**src/shared/csf_pkg.sv**
```systemverilog
package csf_pkg;

  // Data path and register port widths.
  localparam int DATA_W = 8;
  localparam int ADDR_W = 8;

  // Register offsets on the register port.
  localparam logic [7:0] OFS_FLAGS      = 8'h83;
  localparam logic [7:0] OFS_IRQ_STATUS = 8'hA0;
  localparam logic [7:0] OFS_IRQ_ENABLE = 8'hA1;
  localparam logic [7:0] OFS_IRQ_CLEAR  = 8'hA2;
  localparam logic [7:0] OFS_RESULT     = 8'hA3;

  // Field positions in processor_flags.
  localparam int BIT_INDIRECT_PAGE = 7;
  localparam int BIT_PAGE_HI       = 6;
  localparam int BIT_PAGE_LO       = 5;
  localparam int BIT_TIMEOUT       = 4;
  localparam int BIT_SLEEP         = 3;
  localparam int BIT_ZERO          = 2;
  localparam int BIT_NIBBLE        = 1;
  localparam int BIT_CARRY         = 0;

  // Power-up value: time-out and power-down flags set, the rest cleared.
  localparam logic [7:0] FLAGS_RESET = 8'h18;

  // Interrupt event bit positions and width.
  localparam int IRQ_W          = 3;
  localparam int IRQ_BIT_TMO    = 0;
  localparam int IRQ_BIT_SLEEP  = 1;
  localparam int IRQ_BIT_WDTCLR = 2;
  localparam logic [2:0] IRQ_RESET = 3'h0;

  // Direct addressing: bank size of 128 bytes, 7-bit offset in a bank.
  localparam int BANK_OFS_W = 7;

  // Operations presented by the instruction decoder.
  typedef enum logic [3:0] {
    OP_NONE,
    OP_MOVE_W,
    OP_MOVE_F,
    OP_CLEAR,
    OP_ADD_REG,
    OP_ADD_LIT,
    OP_SUB_REG,
    OP_SUB_LIT,
    OP_AND,
    OP_OR,
    OP_XOR,
    OP_ROT_R,
    OP_ROT_L,
    OP_WDT_CLR,
    OP_SLEEP
  } csf_op_t;

endpackage : csf_pkg

```
**src/rtl/csf_status_reg.sv**
```systemverilog
// The plain strobed port was left to the implementer.
`timescale 1ns/1ns
module csf_status_reg (
  // Clock and reset
  input  wire logic             CLK,
  input  wire logic             RST,
  // Instruction execution from the decoder
  input  wire logic             EXEC,
  input  wire csf_pkg::csf_op_t OP,
  input  wire logic [7:0]       OPND_W,
  input  wire logic [7:0]       OPND_F,
  input  wire logic             DEST_IS_FLAGS,
  // Watchdog time-out event from the watchdog
  input  wire logic             WDT_TIMEOUT,
  // Instruction result towards the file write path
  output logic [7:0]            RESULT,
  output logic                  RESULT_VALID,
  // Direct addressing
  input  wire logic [6:0]       DIRECT_OFS,
  output logic [7:0]            DATA_ADDR,
  // Flag view for the core
  output logic [7:0]            FLAGS,
  // Register port
  input  wire logic [7:0]       REG_ADDR,
  input  wire logic [7:0]       REG_WDATA,
  input  wire logic             REG_WR,
  input  wire logic             REG_RD,
  output logic [7:0]            REG_RDATA,
  // Interrupt
  output logic                  IRQ
);

  logic [7:0] alu_result;
  logic       alu_zero;
  logic       alu_nibble;
  logic       alu_carry;
  logic       upd_zero;
  logic       upd_nibble;
  logic       upd_carry;

  logic [2:0] upper_r;
  logic       timeout_r;
  logic       sleep_r;
  logic       zero_r;
  logic       nibble_r;
  logic       carry_r;
  logic [7:0] result_r;
  logic       result_valid_r;
  logic [7:0] rdata_r;
  logic [2:0] irq_status_r;
  logic [2:0] irq_enable_r;
  logic [2:0] irq_set;
  logic [2:0] irq_clr;
  logic [7:0] flags_view;

  logic       instr_wr_flags;
  logic       bus_wr_flags;
  logic       op_clear;
  logic       op_wdt_clr;
  logic       op_sleep;
  logic       wr_irq_enable;
  logic       wr_irq_clear;

  csf_alu u_alu (
    .op         (OP),
    .opnd_w     (OPND_W),
    .opnd_f     (OPND_F),
    .carry_in   (carry_r),
    .result     (alu_result),
    .zero       (alu_zero),
    .nibble     (alu_nibble),
    .carry      (alu_carry),
    .upd_zero   (upd_zero),
    .upd_nibble (upd_nibble),
    .upd_carry  (upd_carry)
  );

  assign instr_wr_flags = EXEC && DEST_IS_FLAGS
                       && (OP != csf_pkg::OP_NONE)
                       && (OP != csf_pkg::OP_WDT_CLR)
                       && (OP != csf_pkg::OP_SLEEP);
  // An instruction writing the flags in the same cycle takes precedence,
  // since the core sequence must not be disturbed by software.
  assign bus_wr_flags  = REG_WR && (REG_ADDR == csf_pkg::OFS_FLAGS)
                      && !instr_wr_flags;
  assign op_clear      = EXEC && (OP == csf_pkg::OP_CLEAR);
  assign op_wdt_clr    = EXEC && (OP == csf_pkg::OP_WDT_CLR);
  assign op_sleep      = EXEC && (OP == csf_pkg::OP_SLEEP);
  assign wr_irq_enable = REG_WR && (REG_ADDR == csf_pkg::OFS_IRQ_ENABLE);
  assign wr_irq_clear  = REG_WR && (REG_ADDR == csf_pkg::OFS_IRQ_CLEAR);

  // Upper three bits: indirect page, page high and page low.
  always_ff @(posedge CLK) begin
    if (RST) begin
      upper_r <= csf_pkg::FLAGS_RESET[7:5];
    end else if (instr_wr_flags) begin
      upper_r <= alu_result[7:5];
    end else if (bus_wr_flags) begin
      upper_r <= REG_WDATA[7:5];
    end
  end

  // Time-out flag. A time-out in the same cycle as a clear or sleep wins,
  // so that a real watchdog expiry is never hidden from software.
  // no write path
  always_ff @(posedge CLK) begin
    if (RST) begin
      timeout_r <= csf_pkg::FLAGS_RESET[csf_pkg::BIT_TIMEOUT];
    end else if (WDT_TIMEOUT) begin
      timeout_r <= 1'b0;
    end else if (op_wdt_clr || op_sleep) begin
      timeout_r <= 1'b1;
    end
  end

  // Power-down flag.
  always_ff @(posedge CLK) begin
    if (RST) begin
      sleep_r <= csf_pkg::FLAGS_RESET[csf_pkg::BIT_SLEEP];
    end else if (op_sleep) begin
      sleep_r <= 1'b0;
    end else if (op_wdt_clr) begin
      sleep_r <= 1'b1;
    end
  end

  // Zero flag.
  always_ff @(posedge CLK) begin
    if (RST) begin
      zero_r <= csf_pkg::FLAGS_RESET[csf_pkg::BIT_ZERO];
    end else if (EXEC && upd_zero) begin
      zero_r <= alu_zero;
    end else if (instr_wr_flags) begin
      zero_r <= alu_result[csf_pkg::BIT_ZERO];
    end else if (bus_wr_flags) begin
      zero_r <= REG_WDATA[csf_pkg::BIT_ZERO];
    end
  end

  // Nibble carry flag.
  always_ff @(posedge CLK) begin
    if (RST) begin
      nibble_r <= csf_pkg::FLAGS_RESET[csf_pkg::BIT_NIBBLE];
    end else if (EXEC && upd_nibble) begin
      nibble_r <= alu_nibble;
    end else if (instr_wr_flags && !op_clear) begin
      nibble_r <= alu_result[csf_pkg::BIT_NIBBLE];
    end else if (bus_wr_flags) begin
      nibble_r <= REG_WDATA[csf_pkg::BIT_NIBBLE];
    end
  end

  // Carry flag.
  always_ff @(posedge CLK) begin
    if (RST) begin
      carry_r <= csf_pkg::FLAGS_RESET[csf_pkg::BIT_CARRY];
    end else if (EXEC && upd_carry) begin
      carry_r <= alu_carry;
    end else if (instr_wr_flags && !op_clear) begin
      carry_r <= alu_result[csf_pkg::BIT_CARRY];
    end else if (bus_wr_flags) begin
      carry_r <= REG_WDATA[csf_pkg::BIT_CARRY];
    end
  end

  assign flags_view = {upper_r, timeout_r, sleep_r, zero_r, nibble_r,
                       carry_r};
  assign FLAGS      = flags_view;

  // Result of the last instruction, for the file write path.
  always_ff @(posedge CLK) begin
    if (RST) begin
      result_r       <= 8'h00;
      result_valid_r <= 1'b0;
    end else begin
      result_valid_r <= EXEC && (OP != csf_pkg::OP_NONE)
                     && (OP != csf_pkg::OP_WDT_CLR)
                     && (OP != csf_pkg::OP_SLEEP);
      if (EXEC) begin
        result_r <= alu_result;
      end
    end
  end

  assign RESULT       = result_r;
  assign RESULT_VALID = result_valid_r;

  assign DATA_ADDR = {upper_r[csf_pkg::BIT_PAGE_LO - 5], DIRECT_OFS};

  // Interrupt events: time-out, sleep entry and watchdog clear.
  always_comb begin
    irq_set = 3'h0;
    irq_set[csf_pkg::IRQ_BIT_TMO]    = WDT_TIMEOUT;
    irq_set[csf_pkg::IRQ_BIT_SLEEP]  = op_sleep;
    irq_set[csf_pkg::IRQ_BIT_WDTCLR] = op_wdt_clr;
  end

  assign irq_clr = wr_irq_clear ? REG_WDATA[2:0] : 3'h0;

  // A new event in the cycle of its clear is kept: set wins.
  always_ff @(posedge CLK) begin
    if (RST) begin
      irq_status_r <= csf_pkg::IRQ_RESET;
    end else begin
      irq_status_r <= (irq_status_r & ~irq_clr) | irq_set;
    end
  end

  always_ff @(posedge CLK) begin
    if (RST) begin
      irq_enable_r <= csf_pkg::IRQ_RESET;
    end else if (wr_irq_enable) begin
      irq_enable_r <= REG_WDATA[2:0];
    end
  end

  assign IRQ = |(irq_status_r & irq_enable_r);

  // Read data stand for one cycle after the strobe; unmapped reads give 0.
  always_ff @(posedge CLK) begin
    if (RST) begin
      rdata_r <= 8'h00;
    end else if (REG_RD) begin
      case (REG_ADDR)
        csf_pkg::OFS_FLAGS:      rdata_r <= flags_view;
        csf_pkg::OFS_IRQ_STATUS: rdata_r <= {5'h00, irq_status_r};
        csf_pkg::OFS_IRQ_ENABLE: rdata_r <= {5'h00, irq_enable_r};
        csf_pkg::OFS_RESULT:     rdata_r <= result_r;
        default:                 rdata_r <= 8'h00;
      endcase
    end else begin
      rdata_r <= 8'h00;
    end
  end

  assign REG_RDATA = rdata_r;

endmodule : csf_status_reg

```
**src/rtl/csf_alu.sv**
```systemverilog
`timescale 1ns/1ns
module csf_alu (
  // Operation and operands
  input  wire csf_pkg::csf_op_t op,
  input  wire logic [7:0]       opnd_w,
  input  wire logic [7:0]       opnd_f,
  input  wire logic             carry_in,
  // Result and flags
  output logic [7:0]            result,
  output logic                  zero,
  output logic                  nibble,
  output logic                  carry,
  // Which flags the operation owns
  output logic                  upd_zero,
  output logic                  upd_nibble,
  output logic                  upd_carry
);

  logic [7:0] addend;
  logic       add_cin;
  logic [8:0] sum;
  logic [4:0] nib_sum;
  logic       is_add;
  logic       is_sub;

  assign is_add = (op == csf_pkg::OP_ADD_REG) || (op == csf_pkg::OP_ADD_LIT);
  assign is_sub = (op == csf_pkg::OP_SUB_REG) || (op == csf_pkg::OP_SUB_LIT);

  assign addend  = is_sub ? ~opnd_w : opnd_w;
  assign add_cin = is_sub;
  assign sum     = {1'b0, opnd_f} + {1'b0, addend} + {8'h00, add_cin};
  assign nib_sum = {1'b0, opnd_f[3:0]} + {1'b0, addend[3:0]}
                 + {4'h0, add_cin};

  always_comb begin
    result     = opnd_f;
    carry      = carry_in;
    upd_zero   = 1'b0;
    upd_nibble = 1'b0;
    upd_carry  = 1'b0;
    case (op)
      csf_pkg::OP_MOVE_W: result = opnd_w;
      csf_pkg::OP_MOVE_F: begin
        result   = opnd_f;
        upd_zero = 1'b1;
      end
      csf_pkg::OP_CLEAR: begin
        result   = 8'h00;
        upd_zero = 1'b1;
      end
      csf_pkg::OP_ADD_REG, csf_pkg::OP_ADD_LIT,
      csf_pkg::OP_SUB_REG, csf_pkg::OP_SUB_LIT: begin
        result     = sum[7:0];
        carry      = sum[8];
        upd_zero   = 1'b1;
        upd_nibble = 1'b1;
        upd_carry  = 1'b1;
      end
      csf_pkg::OP_AND: begin
        result   = opnd_f & opnd_w;
        upd_zero = 1'b1;
      end
      csf_pkg::OP_OR: begin
        result   = opnd_f | opnd_w;
        upd_zero = 1'b1;
      end
      csf_pkg::OP_XOR: begin
        result   = opnd_f ^ opnd_w;
        upd_zero = 1'b1;
      end
      csf_pkg::OP_ROT_R: begin
        result    = {carry_in, opnd_f[7:1]};
        carry     = opnd_f[0];
        upd_carry = 1'b1;
      end
      csf_pkg::OP_ROT_L: begin
        result    = {opnd_f[6:0], carry_in};
        carry     = opnd_f[7];
        upd_carry = 1'b1;
      end
      default: result = opnd_f;
    endcase
  end

  assign zero   = (result == 8'h00);
  assign nibble = nib_sum[4];

endmodule : csf_alu

```
**config.mk**
```make
export PLATFORM = sky130hd
export DESIGN_NAME = csf_status_reg
export DESIGN_NICKNAME = d
export VERILOG_FILES = /design/src/shared/csf_pkg.sv /design/src/rtl/csf_status_reg.sv /design/src/rtl/csf_alu.sv
export SDC_FILE = /design/constraint.sdc
export NUM_CORES = 1
export LEC_CHECK = 0
export BUFFER_PORTS_ARGS = -buffer_cell sky130_fd_sc_hd__buf_2
export CORE_MARGIN = 2
export CORE_UTILIZATION = 30
export CTS_CLUSTER_SIZE = 30
export DETAILED_ROUTE_END_ITERATION = 8
export PLACE_DENSITY_LB_ADDON = 0.15
export SYNTH_ARGS = -nofsm -noshare
export SYNTH_HDL_FRONTEND = slang
export SYNTH_SLANG_ARGS = --single-unit
```
**constraint.sdc**
```tcl
create_clock -name CLK -period 4.2 [get_ports CLK]
set_input_delay 0.42 -clock CLK [delete_from_list [all_inputs] [get_ports CLK]]
set_output_delay 0.42 -clock CLK [all_outputs]
set_load 0.05 [all_outputs]
```
==> results of run 1 <==
metal layers:
metal  track usage  vias to the layer above  routed length, µm
li1              -                     1449                  -
met3        0.0181                        9                416
met1         0.224                     1351               4160
met4        0.0435                        0                108
met5             0                        -                  0
met2         0.284                       81               4070
area by class of cell:
cell class	count	area [µm²]	share of cell area
clock buffer	6	82.6	0.0244
clock inverter	1	5.00	0.00148
inverter	23	86.3	0.0255
multi-input combinational	287	2050	0.604
sequential	31	621	0.183
tap	133	166	0.0491
timing repair buffer	73	380	0.112
path summary, 6_finish.rpt:
path / depth (start not counted) / endpoint / from
worst max register to register: 5 / carry_r / carry_r
worst min-delay path: 2 / timeout_r / WDT_TIMEOUT
worst max-delay path: 11 / RESULT[6] / OP[1]
worst min register to register: 2 / irq_status_r[1] / irq_status_r[1]
stage by stage:
step / total power [W] / instance area (µm²) / util
floorplan: 0.000579 / 2960 / -
global placement: 0.000654 / 3300 / 0.341
detailed placement: 0.000657 / 3300 / 0.341
CTS: 0.000893 / 3390 / 0.350
global route: 0.000938 / 3390 / 0.350
finish: 0.000882 / 3390 / 0.350
cell families after synthesis:
kind of cell               share of synthesized area
adders and majority gates                      0.121
DFF                                            0.210
xor gates and xnor gates                      0.0326
muxes                                         0.0847
and+or+nand+nor                                0.200
buffers and inverters                         0.0965
AOI/OAI and AO/OA                              0.255
power groups by stage:
stage | Sequential, W | Clock [W] | Combinational, W
after floorplan | 0.000358 | 0 | 0.000221
after global placement | 0.000329 | 0 | 0.000325
after detailed placement | 0.000329 | 0 | 0.000328
after CTS | 0.000322 | 0.000241 | 0.000330
after global routing | 0.000324 | 0.000251 | 0.000363
final | 0.000322 | 0.000232 | 0.000328
state kept, by name, summed over array words and instances (netlist names):
| name | count |
|---|---|
| REG_RDATA | 8 |
| RESULT | 8 |
| RESULT_VALID | 1 |
| carry_r | 1 |
| irq_enable_r | 3 |
| irq_status_r | 3 |
| nibble_r | 1 |
| sleep_r | 1 |
| timeout_r | 1 |
| upper_r | 3 |
| zero_r | 1 |
cell usage in the layout (no fill, tap or decap), types with 5 or more instances in the layout:
master and count:
clkbuf_8 6, mux2i_1 16, nand2b_1 7, a21oi_1 22, nor2b_1 5, mux2_2 8
and2_1 5, inv_1 23, buf_2 67, nand2_1 26, nor2_1 37, o21ai_0 20
dfxtp_1 31, a211oi_1 12, buf_4 6, xnor2_1 9, ha_1 27, a31oi_1 6
==> metrics.log, run 1 <==
INFO  metric status = complete, no violations
INFO  metric synth_most_common_cell = nor2_1
INFO  metric timing.critical_path.from_type = input pin
INFO  metric gpl.final_weighted_congestion = 0.855
INFO  metric drt-initial-drc-count = between 100 and 150
INFO  metric most_instantiated_cells_after_synthesis = nor2_1 (37), dfxtp_1 (31), ha_1 (27), nand2_1 (26), inv_1 (23)
INFO  metric fmaxAchievable = between 300 and 400 MHz
INFO  metric yosysTopAreaCell = dfxtp_1
INFO  metric worst_slack = about 1.3 ns
INFO  metric power_switching = ~0.00033 W
INFO  metric power_switching_share = 0.371
INFO  metric grt_antenna_before_repair = 0
INFO  metric wl = 8760 µm
INFO  metric worst_skew_pair.late_latency = 0.28 ns
INFO  metric antenna_cells_inserted = 0
INFO  metric ctsHoldBuffers = 0
INFO  metric ctsLongestPathBuffers = 2
INFO  metric final_nets = about 500
INFO  metric top_level_ports = 84
INFO  metric cts_resized = 0
INFO  metric clkTransAtPathRegs = 0.06 ns
INFO  metric via_total_after_detailed_routing = slightly below 3000
INFO  metric endpoint_kind = flip-flop
INFO  metric cpMaxStageDelayCell = fa_1
INFO  metric final_cells = ~550
INFO  metric path_cells = buf_2 -> buf_4 -> and4bb_2 -> a21oi_1 -> fa_1 -> nand3b_1 -> and2_1 -> o21ai_0 -> mux2i_1 -> o221ai_1 -> a21oi_1
INFO  metric critical_path_rt = roughly 4.4 ns
INFO  metric synthDominantCellAreaShare = 0.210
INFO  metric synth_instances = between 300 and 400
INFO  metric die_height = roughly 100 µm
INFO  metric crit_path_frequent_cell = a21oi_1
INFO  metric synth-async-reset-ratio = 0
INFO  metric synth.distinct_cells = 65
INFO  metric largest_net_degree_at_the_start_of_global_routing = 39
INFO  metric post_detailed_placement_half_perimeter_wirelength = a little under 7000 µm
INFO  metric critical_path_peak_fanout = 35
INFO  metric area_growth_syn_to_layout = 14.7%
INFO  metric mappedNetlistNets = roughly 460
INFO  metric setup_violations = 0
INFO  metric power.sequential.fraction = 0.365
INFO  metric cts_num_sinks = 31
INFO  metric coreArea = 9680 µm²
INFO  metric post_detailed_route_wirelength_per_cell = 15.8 µm
INFO  metric cellLeakagePower = between 1 and 1.5 nW
INFO  metric remaining_overflow_grt = 0
INFO  metric ctsRootBufferMaster = clkbuf_8
INFO  metric period_share = 0.682
INFO  metric cts_setup_buffers = 0
INFO  metric ant_nets = 0
INFO  metric power.share.combinational = 0.371
INFO  metric worst_ir_drop_vdd = 0.0967 mV
INFO  metric tritoncts = done
INFO  metric power_per_cell_area = around 260 nW/µm²
INFO  metric grt_setup_unrepaired = false
INFO  metric path_buf_inv = 2
INFO  metric finalClockSkew = between 0.003 and 0.004 ns
INFO  metric mappedNetlistArea = 2960 µm²
INFO  metric numPlacedInstances = around 550
INFO  metric detail_route.drc_violations = 0
INFO  metric placement_rows = 36
INFO  metric worstMarginPinSlew = roughly 0.73 ns
INFO  metric relSlewSlack = 0.513
INFO  metric ff_latch_count_synth = 31
INFO  metric viasPerCell = 5.22
INFO  metric drt_pre_antenna_iters = 4
INFO  metric minimum_period_implied_by_the_final_worst_setup_slack = about 2.9 ns
INFO  metric reg2reg_slack = ~2.5 ns
INFO  metric post_route_cells_drive_above_1_share = 0.223
INFO  metric syn_area_per_cell = a little under 8 µm²
INFO  metric part_of_the_yosys_area_used_for_sequential_elements = 0.210
INFO  metric track_usage = 0.166
INFO  metric maxCapViolations = 0
INFO  metric die_area = approximately 11000 µm²
INFO  metric initial_utilization = 0.305
INFO  metric crit_path_max_incr_delay = approximately 0.40 ns
INFO  metric setup-tns-final = 0 ns
INFO  metric yosysWarnings = 0
INFO  metric grt_first_pass_wirelength = 13900 µm
INFO  metric placement.io_buffers = 67
INFO  metric n_fill_cell = 1050
INFO  metric share_of_total_power_in_the_clock_network = 0.263
INFO  metric finalHoldViolations = 0
INFO  metric worst_path_dominant_cell_family = compound AO/OA/AOI/OAI gates
INFO  metric dp_worst_setup_slack = 1.06 ns
INFO  metric synth_ff_type = dfxtp_1
INFO  metric synth.area.top_cells = dfxtp_1 (21%), ha_1 (11%), mux2i_1 (5.4%), nor2_1 (4.7%), a21oi_1 (3.7%)
INFO  metric via_count_of_the_first_global_routing_pass = between 2000 and 3000
INFO  metric final-max-slew-violation-count = 0
INFO  metric die_width = 103 µm
INFO  metric cp_data_arrival_time = a little over 3 ns
INFO  metric hold_path_class = input pin to flip-flop
INFO  metric synth_enable_flop_cells = 0
INFO  metric cts-htree-levels = 2
INFO  metric tritoncts.num_buffers = 5
INFO  metric internal_power = roughly 0.00055 W
INFO  metric whs = 0.335 ns
INFO  metric critical_path_class = input pin to flip-flop
No activity file was read; power rests on OpenSTA's default activity.
==> run 2: changes to the inputs <==
Settings changed: ABC_AREA from default to 1.
Clock period 4.2 ns to 2.8 ns, I/O delays scaled along.
==> run 2 against run 1 <==
Final area is 2.6% lower. Sequential cell count unchanged. Combinational power increased by 33%. Critical path type unchanged. Largest cell class unchanged. Largest power group is now registers.
==> metrics.log, run 2 <==
INFO  metric synth_top_family_by_area = simple AND/OR/NAND/NOR gates
INFO  metric mappedNetlistArea = 2810 µm² (-4.9%)
INFO  metric yosys.area_share.xor_xnor = 0.0218 (-0.0108)
INFO  metric worstReg2RegEnd = zero_r
INFO  metric synth.area.top_cells = dfxtp_1 (22%), nand2_1 (16%), ha_1 (12%), nand3_1 (7.8%), inv_1 (7.6%)
INFO  metric final_nets = 590 (+18%)
INFO  metric top_level_ports = 84 (unchanged)
INFO  metric synth-async-reset-ratio = 0 (unchanged)
INFO  metric final_common_cell = nand2_1
INFO  metric setup_violations = 0 (unchanged)
INFO  metric ff_latch_count_synth = 31 (unchanged)
INFO  metric cts_num_sinks = 31 (unchanged)
INFO  metric post_detailed_placement_half_perimeter_wirelength = 7200 µm (+6.9%)
INFO  metric endpoint_kind = flip-flop
INFO  metric mappedNetlistNets = 531 (+16%)
INFO  metric ctsHoldBuffers = 0 (unchanged)
INFO  metric tritoncts.num_buffers = 5 (unchanged)
INFO  metric synth_compound_gate_area_share = 0.141 (-0.114)
INFO  metric yosysWarnings = 0 (unchanged)
INFO  metric hold_path_class = input pin to flip-flop
INFO  metric path_cells = buf_2 -> inv_2 -> nand3_2 -> xor2_1 -> fa_1 -> inv_1 -> nand3_1 -> nand2_1 -> nand2_1 -> nand2_1 -> nand2_1 -> nand3_1 -> nand2_1 -> nand2_1 -> nand2_1 -> nor2_1 -> nand3_1 -> a21oi_1
INFO  metric cts_resized = 0 (unchanged)
INFO  metric most_instantiated_cells_after_synthesis = nand2_1 (121), inv_1 (57), nor2_1 (45), nand3_1 (44), a21oi_1 (35)
INFO  metric period_share = 0.827
INFO  metric syn_area_per_cell = 6.21 µm² (-21%)
INFO  metric die_area = 10200 µm² (-4.7%)
INFO  metric ctsRootBufferMaster = clkbuf_8
INFO  metric worst_slack = 0.483 ns (-0.853 ns)
INFO  metric die_width = 101 µm (-2.4%)
INFO  metric synth_enable_flop_cells = 0 (unchanged)
INFO  metric mostFrequentLayoutCells = nand2_1 (121), buf_2 (67), inv_1 (57)
INFO  metric remaining_overflow_grt = 0 (unchanged)
INFO  metric clkTransAtPathRegs = 0.07 ns (about the same)
INFO  metric critical_path_class = input pin to flip-flop
INFO  metric finalClockSkew = 0.00591 ns (+0.00287 ns)
INFO  metric via_total_after_detailed_routing = 3058 (+5.8%)
INFO  metric viasPerCell = 4.90 (-6.1%)
INFO  metric post_synth_fa_ha_maj_area_fraction = 0.127 (+0.00620)
INFO  metric min_from = WDT_TIMEOUT
INFO  metric post_route_cells_drive_above_1_share = 0.173 (-0.0498)
INFO  metric drt-initial-drc-count = 173 (+23%)
INFO  metric post_detailed_route_wirelength_per_cell = 14.1 µm (-11%)
INFO  metric placement_rows = 35 (-2.8%)
INFO  metric cpMaxStageDelayCell = fa_1
INFO  metric maxCapViolations = 0 (unchanged)
INFO  metric track_usage = 0.179 (+0.0128)
INFO  metric setup-tns-final = 0 ns (unchanged)
INFO  metric tritoncts = done
INFO  metric launching_point_of_the_worst_reg2reg_path = carry_r
INFO  metric synth_ff_type = dfxtp_1
INFO  metric ant_nets = 0 (unchanged)
INFO  metric final-max-slew-violation-count = 0 (unchanged)
INFO  metric synthDominantCellAreaShare = 0.221 (+0.0107)
INFO  metric whs_endpoint = timeout_r
INFO  metric crit_path_max_incr_delay = 0.42 ns (+0.02 ns)
INFO  metric grt_setup_unrepaired = false
INFO  metric cts-htree-levels = 2 (unchanged)
INFO  metric hold-path-cell-count = 2 (unchanged)
INFO  metric via_count_of_the_first_global_routing_pass = 2914 (+8.4%)
INFO  metric path_buf_inv = 3 (+1)
INFO  metric grt_first_pass_wirelength = 14400 µm (+3.6%)
INFO  metric worst_ir_drop_vdd = 0.260 mV (+170%)
INFO  metric dp_worst_setup_slack = 0.165 ns (-0.891 ns)
INFO  metric grt_antenna_before_repair = 0 (unchanged)
INFO  metric synth.distinct_cells = 34 (-48%)
INFO  metric reg2reg_slack = 1.38 ns (-1.15 ns)
INFO  metric placement.io_buffers = 67 (unchanged)
INFO  metric relSlewSlack = 0.603 (+0.0903)
INFO  metric antenna_cells_inserted = 0 (unchanged)
INFO  metric ctsLongestPathBuffers = 2 (unchanged)
INFO  metric detail_route.drc_violations = 0 (unchanged)
INFO  metric minimum_period_implied_by_the_final_worst_setup_slack = ~2.3 ns
INFO  metric cellLeakagePower = 1.70 nW (+14%)
INFO  metric power_per_cell_area = 417 nW/µm² (+60%)
INFO  metric worst_path_dominant_cell_family = simple AND/OR/NAND/NOR gates
INFO  metric die_height = 101 µm (-2.4%)
INFO  metric crit_path_frequent_cell = nand2_1
INFO  metric timing.critical_path.from_type = input pin
INFO  metric worst_skew_pair.late_latency = 0.28 ns (about the same)
INFO  metric synth_instances = 453 (+20%)
INFO  metric finalHoldViolations = 0 (unchanged)
INFO  metric yosysTopAreaCell = dfxtp_1
INFO  metric gpl.final_weighted_congestion = 0.863 (+0.98%)
INFO  metric total_power = 0.00138 W (+56%)
INFO  metric worstMarginPinSlew = 0.593 ns (-0.136 ns)
INFO  metric wl = 8810 µm (+0.59%)
INFO  metric reg2regPathDepth = 9 (+4)
INFO  metric largest_net_degree_at_the_start_of_global_routing = 16 (-59%)
INFO  metric cp_data_arrival_time = 2.53 ns (-0.54 ns)
INFO  metric critical_path_rt = 3.01 ns (-1.40 ns)
INFO  metric status = complete, no violations
INFO  metric cp-startpoint = OP[3]
INFO  metric coreArea = 9150 µm² (-5.5%)
INFO  metric synth_most_common_cell = nand2_1
INFO  metric yosys.area_share.simple = 0.366 (+0.166)
INFO  metric part_of_the_yosys_area_used_for_sequential_elements = 0.221 (+0.0107)
INFO  metric drt_pre_antenna_iters = 5 (+1)
INFO  metric critical_path_peak_fanout = 6 (-83%)
INFO  metric muxShareOfSynthArea = 0 (-0.0847)
INFO  metric cts_setup_buffers = 0 (unchanged)
INFO  metric initial_utilization = 0.307 (+0.00201)
INFO  metric area_growth_syn_to_layout = 17.4%
INFO  metric fmaxAchievable = around 430 MHz
run 2: report_power, final:
part	leakage (nW)	internal, W	switching [W]
Sequential	0.254	0.000462	0.0000187
Clock	0.0612	0.000288	0.000171
Combinational	1.38	0.000133	0.000302
Total	1.70	0.000883	0.000492
run 2: layout make-up:
class	count	area, µm²
clock inverters	2	35.0
fillers	998	5850
flip-flops and latches	31	621
multi-input cells	344	1850
clock buffers	6	82.6
repair buffers	69	350
inverters	61	229
well taps	111	139
run 2: cells by family after synthesis:
kind of cell / Yosys count
compound gates: 73
xor+xnor: 7
fa+ha+maj: 28
buf+inv: 78
flops: 31
simple gates: 236
run 2: worst max path at each step:
| stage | slack [ns] | endpoint | depth (start not counted) |
|---|---|---|---|
| 3_5_place_dp | 0.17 | zero_r | 18 |
| 2_1_floorplan | 0.63 | zero_r | 17 |
| 6_report | 0.48 | zero_r | 18 |
| 3_3_place_gp | 0.21 | zero_r | 18 |
| 5_1_grt | 0.22 | zero_r | 14 |
| 4_1_cts | 0.46 | zero_r | 18 |
run 2: routing by layer:
layer  part of all wire  track usage  vias to the layer above
li1                   -            -                     1579
met1               0.47        0.232                     1387
met2               0.48        0.311                       77
met3              0.040       0.0277                       15
met4              0.013       0.0421                        0
met5                  0            0                        -
run 2: metrics by stage:
stage               cells  hold slack [ns]  cell area, µm²  utilization
global placement      616            0.460            3180        0.348
finish                624            0.184            3300        0.361
CTS                   624            0.182            3300        0.361
floorplan             453            0.372            2810            -
global route          624            0.192            3300        0.361
detailed placement    616            0.464            3180        0.348
run 2: worst reg2reg max path, stage by stage (launching register included):
cell and delay [ns]:
dfxtp_1 0.40, nand2_1 0.11, nand2_1 0.05, nor2_1 0.09
nand3_1 0.15, nor2_1 0.14, nand3_1 0.10, nor2_1 0.11
nand3_1 0.08, a21oi_1 0.13
==> run 3: changes to the inputs <==
Settings changed: ABC_AREA 1 to 0.
Clock period 2.8 ns to 2 ns, I/O delays scaled along.
==> run 3 against run 2 <==
The flow now finishes with violations (negative setup slack). Final area is 25% higher. First-iteration DRC count decreased by 3.5%. Final cell count did not move. Worst hold slack got worse by 0.050 ns. Sequential cell count did not move. Wire length grew 9.1%. Highest routed layer unchanged.
==> metrics.log, run 3 (same netlist as run 1, synthesis figures left out) <==
INFO  metric placement_rows = 36 (+2.9%)
INFO  metric share_of_total_power_in_the_clock_network = 0.226 (-0.108)
INFO  metric post_route_cells_drive_above_1_share = 0.387 (+0.213)
INFO  metric final_nets = 568 (-3.7%)
INFO  metric worst_slack = -0.305 ns (-0.788 ns)
INFO  metric track_usage = 0.182 (+0.00335)
INFO  metric grt_first_pass_wirelength = 15000 µm (+4.2%)
INFO  metric critical_path_peak_fanout = 3 (-3)
INFO  metric via_total_after_detailed_routing = 3168 (+3.6%)
INFO  metric clkTransAtPathRegs = 0.07 ns (about the same)
INFO  metric path_buf_inv = 1 (-2)
INFO  metric finalHoldViolations = 0 (unchanged)
INFO  metric post_detailed_route_wirelength_per_cell = 15.4 µm (+9.1%)
INFO  metric critical_path_rt = 2.19 ns (-0.82 ns)
INFO  metric timing.critical_path.from_type = input pin
INFO  metric ant_nets = 0 (unchanged)
INFO  metric mostFrequentLayoutCells = buf_4 (73), buf_2 (65), nor2_1 (36)
INFO  metric ctsRootBufferMaster = clkbuf_8
INFO  metric worstMarginPinSlew = 0.513 ns (-0.0797 ns)
INFO  metric timing.critical_path.to = zero_r
INFO  metric coreArea = 9680 µm² (+5.8%)
INFO  metric largest_net_degree_at_the_start_of_global_routing = 28 (+12)
INFO  metric finalClockSkew = 0.00869 ns (+0.00278 ns)
INFO  metric ctsLongestPathBuffers = 2 (unchanged)
INFO  metric fmaxAchievable = ~430 MHz
INFO  metric placed_cell_area = 3840 µm² (+21%)
INFO  metric cpMaxStageDelayCell = or4_1
INFO  metric worst_skew_pair.late_latency = 0.28 ns (about the same)
INFO  metric cellLeakagePower = 1.88 nW (+11%)
INFO  metric drt_pre_antenna_iters = 4 (-1)
INFO  metric die_width = 103 µm (+2.4%)
INFO  metric remaining_overflow_grt = 0 (unchanged)
INFO  metric fin_util = 0.426 (+0.0656)
INFO  metric crit_path_max_incr_delay = 0.48 ns (+0.06 ns)
INFO  metric antenna_cells_inserted = 0 (unchanged)
INFO  metric worst_ir_drop_vdd = 0.197 mV (-24%)
INFO  metric worst-path-stages = 11 (-7)
INFO  metric tritoncts.num_buffers = 5 (unchanged)
INFO  metric power_switching = 0.000773 W (+57%)
INFO  metric cp_data_arrival_time = 2.49 ns (-0.04 ns)
INFO  metric top_level_ports = 84 (unchanged)
INFO  metric minimum_period_implied_by_the_final_worst_setup_slack = around 2.3 ns
INFO  metric grt_setup_unrepaired = true
INFO  metric via_count_of_the_first_global_routing_pass = 2948 (+1.2%)
INFO  metric critical_path_class = input pin to flip-flop
INFO  metric viasPerCell = 5.08 (+3.6%)
INFO  metric placement.io_buffers = 67 (unchanged)
INFO  metric endpoint_kind = flip-flop
INFO  metric final_common_cell = buf_4
INFO  metric die_height = 103 µm (+2.4%)
INFO  metric power.share.combinational = 0.449 (+0.132)
INFO  metric area_growth_syn_to_layout = 39.7%
INFO  metric reg2regPathDepth = 5 (-4)
INFO  metric maxCapViolations = 0 (unchanged)
INFO  metric die_area = 10700 µm² (+4.9%)
INFO  metric worst_path_dominant_cell_family = compound AO/OA/AOI/OAI gates
INFO  metric worstReg2RegEnd = carry_r
INFO  metric failed_checks = negative setup slack
INFO  metric gpl.final_weighted_congestion = 0.898 (+4.1%)
INFO  metric power_per_cell_area = 503 nW/µm² (+21%)
INFO  metric internal_power = 0.00130 W (+48%)
INFO  metric wl = 9620 µm (+9.1%)
INFO  metric power.sequential.fraction = 0.325 (-0.025)
INFO  metric reg2reg_slack = 0.33 ns (-1.05 ns)
INFO  metric post_detailed_placement_half_perimeter_wirelength = 7770 µm (+7.9%)
INFO  metric setup_violations = 10 (+10)
INFO  metric period_share = 1.15
INFO  metric final-max-slew-violation-count = 0 (unchanged)
INFO  metric final_design_area_no_fill = 4130 µm² (+25%)
INFO  metric detail_route.drc_violations = 0 (unchanged)
INFO  metric cts_num_sinks = 31 (unchanged)
INFO  metric cts-htree-levels = 2 (unchanged)
INFO  metric grt_antenna_before_repair = 0 (unchanged)
INFO  metric status = complete, but fails checks
INFO  metric power_switching_share = 0.372 (+0.0145)
INFO  metric tritoncts = done
INFO  metric drt-initial-drc-count = 167 (-3.5%)
INFO  metric hold_path_class = input pin to flip-flop
INFO  metric path_cells = buf_8 -> nor2b_4 -> nand2_8 -> xnor2_4 -> ha_2 -> a211o_1 -> o22a_1 -> mux2i_1 -> or4_1 -> a2111o_1 -> o31ai_2
INFO  metric launching_point_of_the_worst_reg2reg_path = carry_r
INFO  metric cp-startpoint = OP[3]
INFO  metric initial_utilization = 0.305 (-0.00201)
INFO  metric relSlewSlack = 0.658 (+0.0546)
==> run 3: cell count changes in the layout (fill, tap and decap cells not counted), moves of 8 or more <==
cell	delta
buf_4	+71
nand2_1	-96
nand3_1	-40
mux2_2	+8
nor2_1	-9
mux2i_1	+16
inv_1	-35
a21oi_1	-17
==> run 3: worst min path at each step <==
| stage | startpoint | to | depth (start not counted) |
|---|---|---|---|
| floorplan | WDT_TIMEOUT | timeout_r | 1 |
| global placement | DIRECT_OFS[3] | DATA_ADDR[3] | 0 |
| detailed placement | DIRECT_OFS[3] | DATA_ADDR[3] | 0 |
| CTS | WDT_TIMEOUT | timeout_r | 2 |
| global route | WDT_TIMEOUT | timeout_r | 2 |
| finish | WDT_TIMEOUT | timeout_r | 2 |
==> run 3: stage by stage <==
stage	setup slack (ns)	hold WS (ns)	TNS (ns)	power [W]	std cells
2_1_floorplan	-0.673	0.305	-3.03	0.00124	378
3_3_place_gp	-0.605	0.400	-5.01	0.00153	612
3_5_place_dp	-0.685	0.400	-5.34	0.00154	612
4_1_cts	-0.344	0.133	-0.914	0.00207	622
5_1_grt	-0.435	0.135	-2.46	0.00221	624
6_report	-0.305	0.134	-1.09	0.00208	624
==> run 3: power groups by stage <==
stage	logic [W]	registers (W)	clock network [W]
final	0.000933	0.000674	0.000470
after global routing	0.00102	0.000679	0.000510
after CTS	0.000906	0.000675	0.000489
after detailed placement	0.000847	0.000689	0
after global placement	0.000843	0.000689	0
after floorplan	0.000491	0.000752	0
==> run 3: layout make-up <==
cell class	instances	area (µm²)
clock buffers	7	76.3
clock inverters	1	5.00
fillers	1020	5560
inverters	23	90.1
multi-input cells	287	2240
flip-flops and latches	31	621
well taps	133	166
repair buffers	142	931
==> run 3: timing repair <==
| item | 4_1_cts | 5_1_grt |
|---|---|---|
| resized for setup | 22 | 11 |
| hold buffers | 0 | 0 |
| endpoints found under the setup margin | 10 | 12 |
| setup buffers | 3 | 4 |
| pin swaps | 10 | 10 |
==> run 3: metal layers <==
| layer | GRT usage | vias to the layer above | wire (µm) |
|---|---|---|---|
| li1 | - | 1591 | - |
| met1 | 0.240 | 1481 | 4470 |
| met2 | 0.311 | 80 | 4590 |
| met3 | 0.0222 | 16 | 357 |
| met4 | 0.0607 | 0 | 204 |
| met5 | 0 | - | 0 |
